--- config.mk ---
export PLATFORM = sky130hd
export DESIGN_NAME = dcc_top
export DESIGN_NICKNAME = d
export VERILOG_FILES = /design/src/core/dcc_pkg.sv /design/src/core/dcc_unit_if.sv /design/src/core/dcc_unit.sv /design/src/core/dcc_top.sv
export SDC_FILE = /design/constraint.sdc
export NUM_CORES = 1
export LEC_CHECK = 0
export BUFFER_PORTS_ARGS = -buffer_cell sky130_fd_sc_hd__buf_2
export CORE_MARGIN = 2
export CORE_UTILIZATION = 44
export DETAILED_ROUTE_END_ITERATION = 10
export GPL_TIMING_DRIVEN = 0
export PLACE_DENSITY = 0.92
export SYNTH_ARGS = -nofsm -noshare
export SYNTH_HDL_FRONTEND = slang
export SYNTH_SLANG_ARGS = --single-unit
--- constraint.sdc ---
create_clock -name i_sys_clk -period 2 [get_ports i_sys_clk]
set_input_delay 0.3 -clock i_sys_clk [delete_from_list [all_inputs] [get_ports i_sys_clk]]
set_output_delay 0.3 -clock i_sys_clk [all_outputs]
set_load 0.02 [all_outputs]
--- src/core/dcc_pkg.sv ---
package dcc_pkg;
	// bus and register widths
	localparam int DCC_DW     = 32;
	localparam int DCC_AW     = 32;
	localparam int DCC_CTRL_W = 16;
	localparam int DCC_N      = 2;
	localparam int DCC_DEC_W  = 12;

	// byte offsets of the registers
	localparam logic [11:0] DCC_OFS_CTRL = 12'h000;
	localparam logic [11:0] DCC_OFS_STAT = 12'h004;
	localparam logic [11:0] DCC_OFS_MASK = 12'h008;

	// internal register index
	localparam logic [1:0] DCC_IDX_CTRL = 2'h0;
	localparam logic [1:0] DCC_IDX_STAT = 2'h1;
	localparam logic [1:0] DCC_IDX_MASK = 2'h2;
	localparam logic [1:0] DCC_IDX_NONE = 2'h3;

	// field positions in comparator_control, unit i adds i, except the single shared idle bit and the routing bits
	localparam logic [3:0] DCC_B_IDLE  = 4'hF;
	localparam logic [3:0] DCC_B_EVT   = 4'hC;
	localparam logic [3:0] DCC_B_EN    = 4'hA;
	localparam logic [3:0] DCC_B_PAD   = 4'h8;
	localparam logic [3:0] DCC_B_RES   = 4'h6;
	localparam logic [3:0] DCC_B_INV   = 4'h4;
	// routing: plus at 2*i, minus at 2*i+1
	localparam logic [3:0] DCC_B_PLUS  = 4'h0;
	localparam logic [3:0] DCC_B_MINUS = 4'h1;
	localparam int         DCC_ROUTE_S = 2;

	// reset value and plain read/write bits of comparator_control
	localparam logic [15:0] DCC_CTRL_RST = 16'h0000;
	localparam logic [15:0] DCC_RW_MASK  = 16'h8F3F;
	localparam logic [1:0]  DCC_IRQ_RST  = 2'h0;
	localparam logic [31:0] DCC_RD_RST   = 32'h0000_0000;

	// ahb-lite codes
	localparam logic [1:0] DCC_HTRANS_NONSEQ = 2'h2;
	localparam logic       DCC_HRESP_OKAY    = 1'h0;

	// bus phase, gray along idle -> wr and rd_wait -> rd_done -> idle
	typedef enum logic [1:0] {
		DCC_BUS_IDLE    = 2'h0,
		DCC_BUS_WR      = 2'h1,
		DCC_BUS_RD_WAIT = 2'h3,
		DCC_BUS_RD_DONE = 2'h2
	} dcc_bus_t;
endpackage

--- src/core/dcc_unit_if.sv ---
`timescale 1ns/1ps
interface dcc_unit_if;
	logic enable;
	logic invert;
	logic raw;
	logic result;
	logic change;

	modport ctrl (
		output enable,
		output invert,
		output raw,
		input  result,
		input  change
	);
	modport unit (
		input  enable,
		input  invert,
		input  raw,
		output result,
		output change
	);
endinterface

--- src/core/dcc_unit.sv ---
`timescale 1ns/1ps
module dcc_unit (
	// clock and reset
	input wire logic i_sys_clk,
	input wire logic i_nrst,
	// control side
	dcc_unit_if.unit bus
);
	import dcc_pkg::*;

	typedef struct packed {
		logic [1:0] sync;
		logic       result;
		logic       change;
	} dcc_unit_state_t;

	dcc_unit_state_t s;
	dcc_unit_state_t next_s;

	always_comb begin
		next_s      = s;
		// raw decision is asynchronous to the clock
		next_s.sync = {s.sync[0], bus.raw};
		next_s.result = bus.enable ? (s.sync[1] ^ bus.invert) : 1'b0;
		next_s.change = bus.enable & (next_s.result != s.result);
	end

	always_ff @(posedge i_sys_clk) begin
		if (!i_nrst) begin
			s <= '0;
		end else begin
			s <= next_s;
		end
	end

	assign bus.result = s.result;
	assign bus.change = s.change;
endmodule

--- src/core/dcc_top.sv ---
`timescale 1ns/1ps
module dcc_top (
	// clock and reset
	input  wire logic                      i_sys_clk,
	input  wire logic                      i_nrst,
	// ahb-lite slave
	input  wire logic                      i_hsel,
	input  wire logic [dcc_pkg::DCC_AW-1:0] i_haddr,
	input  wire logic [1:0]                i_htrans,
	input  wire logic                      i_hwrite,
	input  wire logic [2:0]                i_hsize,
	input  wire logic [dcc_pkg::DCC_DW-1:0] i_hwdata,
	input  wire logic                      i_hready,
	output logic      [dcc_pkg::DCC_DW-1:0] o_hrdata,
	output logic                           o_hreadyout,
	output logic                           o_hresp,
	// device state
	input  wire logic                      i_idle,
	// analog comparator cells
	input  wire logic [dcc_pkg::DCC_N-1:0] i_cmp_raw,
	output logic      [dcc_pkg::DCC_N-1:0] o_unit_enable,
	output logic      [dcc_pkg::DCC_N-1:0] o_plus_route,
	output logic      [dcc_pkg::DCC_N-1:0] o_minus_route,
	// output pads
	output logic      [dcc_pkg::DCC_N-1:0] o_pad,
	output logic      [dcc_pkg::DCC_N-1:0] o_pad_oe,
	// interrupt
	output logic                           o_irq
);
	import dcc_pkg::*;

	typedef struct packed {
		dcc_bus_t             bus;
		logic [1:0]           idx;
		logic [DCC_CTRL_W-1:0] ctrl;
		logic [DCC_N-1:0]     stat;
		logic [DCC_N-1:0]     mask;
		logic [DCC_DW-1:0]    rdata;
		logic [DCC_N-1:0]     pad;
		logic [DCC_N-1:0]     pad_oe;
		logic                 irq;
	} dcc_top_state_t;

	dcc_top_state_t   s;
	dcc_top_state_t   next_s;
	logic [DCC_N-1:0] cmp_result;
	logic [DCC_N-1:0] cmp_change;
	logic             accept;
	logic [1:0]       dec_idx;
	logic             wr_now;

	// one unit per comparator
	genvar gi;
	generate
		for (gi = 0; gi < DCC_N; gi++) begin : g_unit
			dcc_unit_if u_if ();
			assign u_if.enable = s.ctrl[DCC_B_EN + gi];
			assign u_if.invert = s.ctrl[DCC_B_INV + gi];
			assign u_if.raw    = i_cmp_raw[gi];
			assign cmp_result[gi] = u_if.result;
			assign cmp_change[gi] = u_if.change;
			dcc_unit u_unit (
				.i_sys_clk (i_sys_clk),
				.i_nrst    (i_nrst),
				.bus       (u_if.unit)
			);
			assign o_unit_enable[gi] = s.ctrl[DCC_B_EN + gi];
			assign o_plus_route[gi]  = s.ctrl[DCC_B_PLUS + DCC_ROUTE_S * gi];
			assign o_minus_route[gi] = s.ctrl[DCC_B_MINUS + DCC_ROUTE_S * gi];
		end
	endgenerate

	// address decode of a new transfer
	always_comb begin
		case (i_haddr[DCC_DEC_W-1:0])
			DCC_OFS_CTRL: dec_idx = DCC_IDX_CTRL;
			DCC_OFS_STAT: dec_idx = DCC_IDX_STAT;
			DCC_OFS_MASK: dec_idx = DCC_IDX_MASK;
			default:      dec_idx = DCC_IDX_NONE;
		endcase
	end

	assign accept = i_hsel & i_hready & (i_htrans == DCC_HTRANS_NONSEQ);
	assign wr_now = (s.bus == DCC_BUS_WR);

	always_comb begin
		next_s = s;

		// bus phase; reads take one wait state so a prior write is visible
		case (s.bus)
			DCC_BUS_IDLE, DCC_BUS_WR, DCC_BUS_RD_DONE: begin
				if (accept) begin
					next_s.bus = i_hwrite ? DCC_BUS_WR : DCC_BUS_RD_WAIT;
					next_s.idx = dec_idx;
				end else begin
					next_s.bus = DCC_BUS_IDLE;
				end
			end
			DCC_BUS_RD_WAIT: begin
				next_s.bus = DCC_BUS_RD_DONE;
				case (s.idx)
					DCC_IDX_CTRL: next_s.rdata = {{(DCC_DW-DCC_CTRL_W){1'b0}}, s.ctrl};
					DCC_IDX_STAT: next_s.rdata = {{(DCC_DW-DCC_N){1'b0}}, s.stat};
					DCC_IDX_MASK: next_s.rdata = {{(DCC_DW-DCC_N){1'b0}}, s.mask};
					default:      next_s.rdata = DCC_RD_RST;
				endcase
			end
			default: begin
				next_s.bus = DCC_BUS_IDLE;
			end
		endcase

		// software writes in the data phase
		if (wr_now && s.idx == DCC_IDX_CTRL) begin
			// unused and result bits not writable
			next_s.ctrl = (s.ctrl & ~DCC_RW_MASK) | (i_hwdata[DCC_CTRL_W-1:0] & DCC_RW_MASK);
			for (int i = 0; i < DCC_N; i++) begin
				next_s.ctrl[DCC_B_EVT + i] = s.ctrl[DCC_B_EVT + i] & i_hwdata[DCC_B_EVT + i];
			end
		end
		if (wr_now && s.idx == DCC_IDX_STAT) begin
			next_s.stat = s.stat & ~i_hwdata[DCC_N-1:0];
		end
		if (wr_now && s.idx == DCC_IDX_MASK) begin
			next_s.mask = i_hwdata[DCC_N-1:0];
		end

		for (int i = 0; i < DCC_N; i++) begin
			// change sets flag, set wins over clear
			next_s.ctrl[DCC_B_EVT + i] = next_s.ctrl[DCC_B_EVT + i] | cmp_change[i];
			next_s.ctrl[DCC_B_RES + i] = cmp_result[i];
		end
		next_s.stat = next_s.stat | cmp_change;

		for (int i = 0; i < DCC_N; i++) begin
			next_s.pad_oe[i] = next_s.ctrl[DCC_B_PAD + i];
			next_s.pad[i]    = next_s.ctrl[DCC_B_PAD + i] & cmp_result[i];
		end

		next_s.irq = (|(next_s.stat & next_s.mask)) & ~(next_s.ctrl[DCC_B_IDLE] & i_idle);
	end

	always_ff @(posedge i_sys_clk) begin
		if (!i_nrst) begin
			s.bus    <= DCC_BUS_IDLE;
			s.idx    <= DCC_IDX_NONE;
			s.ctrl   <= DCC_CTRL_RST;
			s.stat   <= DCC_IRQ_RST;
			s.mask   <= DCC_IRQ_RST;
			s.rdata  <= DCC_RD_RST;
			s.pad    <= '0;
			s.pad_oe <= '0;
			s.irq    <= 1'b0;
		end else begin
			s <= next_s;
		end
	end

	assign o_hrdata    = s.rdata;
	assign o_hreadyout = (s.bus != DCC_BUS_RD_WAIT);
	assign o_hresp     = DCC_HRESP_OKAY;
	assign o_pad       = s.pad;
	assign o_pad_oe    = s.pad_oe;
	assign o_irq       = s.irq;
endmodule

==> impl_metrics.py <==
metrics = {
    "outcome": {
        "status": "complete, no violations",
    },
    "pwr": {
        "p_clk_share_pct": 40.1,
        "p_comb_share_pct": 6.7,
        "switchingPower_w": 0.000411,
        "internal-power_w": 0.00147,
        "p_leak_nw": 1.34,
        "seqPwrFrac_pct": 53.1,
        "vdd_drop_max_mv": 0.362,
        "sw_frac_of_total_pct": 21.8,
        "p_per_area_nw_per_um2": 680,
    },
    "timing": {
        "fmax_mhz": 523,
        "setup_ws_ns": 0.0878,
        "hold_viol_final": 0,
        "fin_setup_tns_ns": 0,
        "maxSlewViolCount": 0,
        "min_period_ns": 1.91,
        "finClkSkew_ns": 0.0128,
        "period_share_pct": 95.6,
        "grt_setup_unrepaired": "false",
        "setup-violations-final": 0,
    },
    "critical_path": {
        "crit_family": "buffers and inverters",
        "reg2reg_slack_ns": 0.34,
        "required_ns": 1.70,
        "slowest_delay_ns": 0.35,
        "cpMaxStageDelayCell": "dfxtp_1",
        "r2r-start": "s[60]$_SDFF_PN0_",
        "r2r-end": "o_hrdata[12]$_SDFFE_PN0P_",
        "critPathArrivalTime_ns": 1.61,
        "worstPathCellList": "and2_1 > buf_2 > inv_2 > buf_2 > buf_2",
        "criticalPathCategory": "reg -> out",
        "critPathMaxFanout": 10,
        "crit_start": "s[60]$_SDFF_PN0_",
        "critPathLaunchType": "flip-flop",
        "rr_worst_depth": 7,
        "crit_path_frequent_cell": "buf_2",
        "path_buf_inv": 4,
        "worst_setup_path_end_kind": "primary output",
    },
    "routing": {
        "ant_nets": 0,
        "wl_met3_um": 323,
        "vias": 1740,
        "viasPerCell": 4.60,
        "wire_per_inst_um": 12.7,
        "wl_met1_mm": 1.95,
        "drcViolationCount": 0,
        "wl_met2_mm": 2.39,
        "highest_layer": "met4",
        "drt_iter0_markers": 70,
        "drt_wl_total_mm": 4.80,
        "drt_pass1_iterations": 4,
    },
    "logic_synthesis": {
        "syn_area_um2": 2190,
        "synth_seq_cells": 50,
        "synth_cell_types": 33,
        "synth-edff-count": 0,
        "async_flop_share_pct": 0,
        "synth_ff_type": "dfxtp_1",
        "syn_avg_cell_area_um2": 9.74,
        "synth_cells": 225,
        "synth-warning-count": 0,
        "ys_seq_area_share_pct": 45.7,
    },
    "clock_tree": {
        "path_clk_slew_ns": 0.09,
        "clock_latency_ns": 0.31,
        "clockBufferDepth": 2,
        "cts_tree": "done",
        "hold_buffers": 0,
        "cts_root_buffer": "clkbuf_8",
        "h-tree-depth": 2,
        "cts_buffers": 5,
        "cts-resized-gates": 0,
        "clock_sinks": 50,
        "cts_setup_buffers": 0,
    },
    "cells_and_area": {
        "num-nets-final": 387,
        "drive_gt1_share_pct": 40.2,
        "area_growth_pct": 26.3,
        "n_antenna_cell": 0,
        "final_area_um2": 2770,
    },
    "floorplan": {
        "dieArea_um2": 5560,
        "pin_count": 122,
        "dieHeight_um": 74.6,
        "initial_core_util_pct": 46.1,
        "placeableCoreArea_um2": 4750,
        "die_w_um": 74.6,
        "rows": 25,
    },
    "placement": {
        "placed_cell_area_um2": 2650,
        "pre_cts_slack_ns": 0.372,
        "gp_congestion": 0.811,
        "io_buffer_count": 62,
        "hpwl_mm": 3.60,
    },
    "global_routing": {
        "grt_first_pass_wirelength_mm": 7.69,
        "grt_pass1_vias": 1667,
        "grt_start_max_net_pins": 17,
        "antenna_found_initial": 0,
        "overflow": 0,
        "grt_usage_pct": 18.7,
    },
    "worst_hold_path": {
        "min_path_type": "in -> reg",
        "min_to": "s[57]$_SDFFE_PN1P_",
        "hp-start": "i_haddr[2]",
        "holdPathStages": 2,
    },
    "job": {
        "maxCapViolations": 0,
    },
}
[placed cells by master (no fill, tap or decap), drive strengths merged]
cell / count
or4b: 1
buf: 112
nor3: 1
and3: 6
nor3b: 1
xor2: 4
nor4: 2
and4bb: 1
nand4: 1
o22a: 2
nand2b: 3
o211a: 2
nand2: 22
o21a: 4
mux2i: 5
o22ai: 3
nand4b: 1
nor2b: 19
a22oi: 13
o211ai: 2
nor2: 1
nor4b: 1
nand4bb: 1
conb: 17
clkbuf: 11
inv: 2
o21ai: 2
bufinv: 1
dfxtp: 50
and2: 10
a21boi: 10
[Yosys cell counts (all sizes together) (2+ instances only)]
master,n,share of area [%]
o22ai,3,0.86
o211ai,2,0.69
clkbuf,5,0.86
dfxtp,50,46
o21ai,2,0.46
a21boi,10,3.4
mux2i,5,2.3
nor4,2,0.57
o22a,2,0.80
and2,10,2.9
xor2,4,1.6
nand2b,3,0.86
a22oi,13,4.5
nand2,22,3.8
and3,6,1.7
o21a,4,1.4
nor2b,19,5.4
buf,50,17
o211a,2,0.91
[layout make-up]
class | instances | area (um^2)
Buffer | 55 | 392
Timing Repair Buffer | 62 | 310
Fill cell | 428 | 1990
Tap cell | 67 | 83.8
Sequential cell | 50 | 1000
Inverter | 1 | 3.75
Clock inverter | 2 | 38.8
Multi-Input combinational cell | 135 | 855
Clock buffer | 6 | 82.6
[per-stage QoR]
stage          total power (W)  cells  hold WS (ns)  utilization (%)
2_1_floorplan          0.00110    241         0.412                -
3_3_place_gp           0.00114    370         0.414             55.6
3_5_place_dp           0.00115    370         0.423             55.6
4_1_cts                0.00189    378         0.195             58.2
5_1_grt                0.00194    378         0.185             58.2
6_report               0.00188    378         0.191             58.2
[worst max-delay path by stage]
stage	endpoint	slack, ns	cells past startpoint
CTS	o_hreadyout	0.1	5
floorplan	s[53]$_SDFF_PN0_	0.48	5
finish	o_hreadyout	0.09	5
detailed placement	o_hrdata[7]$_SDFFE_PN0P_	0.37	7
global placement	o_hrdata[11]$_SDFFE_PN0P_	0.42	7
global route	o_hreadyout	0.02	5
[cell families after synthesis]
group | count (synthesis) | synth area share [%]
AND/OR/NAND/NOR | 71 | 19.2
buffers and inverters | 56 | 18.0
flip-flops | 50 | 45.7
AO/OA/AOI/OAI | 38 | 13.0
multiplexers | 5 | 2.28
XOR/XNOR | 4 | 1.60
other | 1 | 0.171
[layer usage]
metal  track usage, %  vias to the layer above
met1             21.9                      793
li1                 -                      865
met5                0                        -
met3             4.61                       14
met2             31.6                       68
met4             9.52                        0
[state kept, by name, summed over array words and instances, names as in the netlist]
name                      cells
g_unit.u_unit.next_s          2
g_unit.u_unit.s               2
o_irq                         1
o_minus_route                 2
g_unit.u_if.invert            2
o_unit_enable                 2
o_pad                         2
s                            15
g_unit.u_unit.bus.result      2
o_hrdata                     16
o_plus_route                  2
g_unit.u_unit.bus.change      2
[power groups by stage]
stage	combinational, W	clock (W)	sequential, W
final	0.000126	0.000756	0.00100
after global routing	0.000137	0.000799	0.00100
after CTS	0.000125	0.000765	0.00100
after detailed placement	0.000124	0	0.00102
after global placement	0.000120	0	0.00102
after floorplan	0.0000789	0	0.00102
Power figures use the tool's default switching activity.
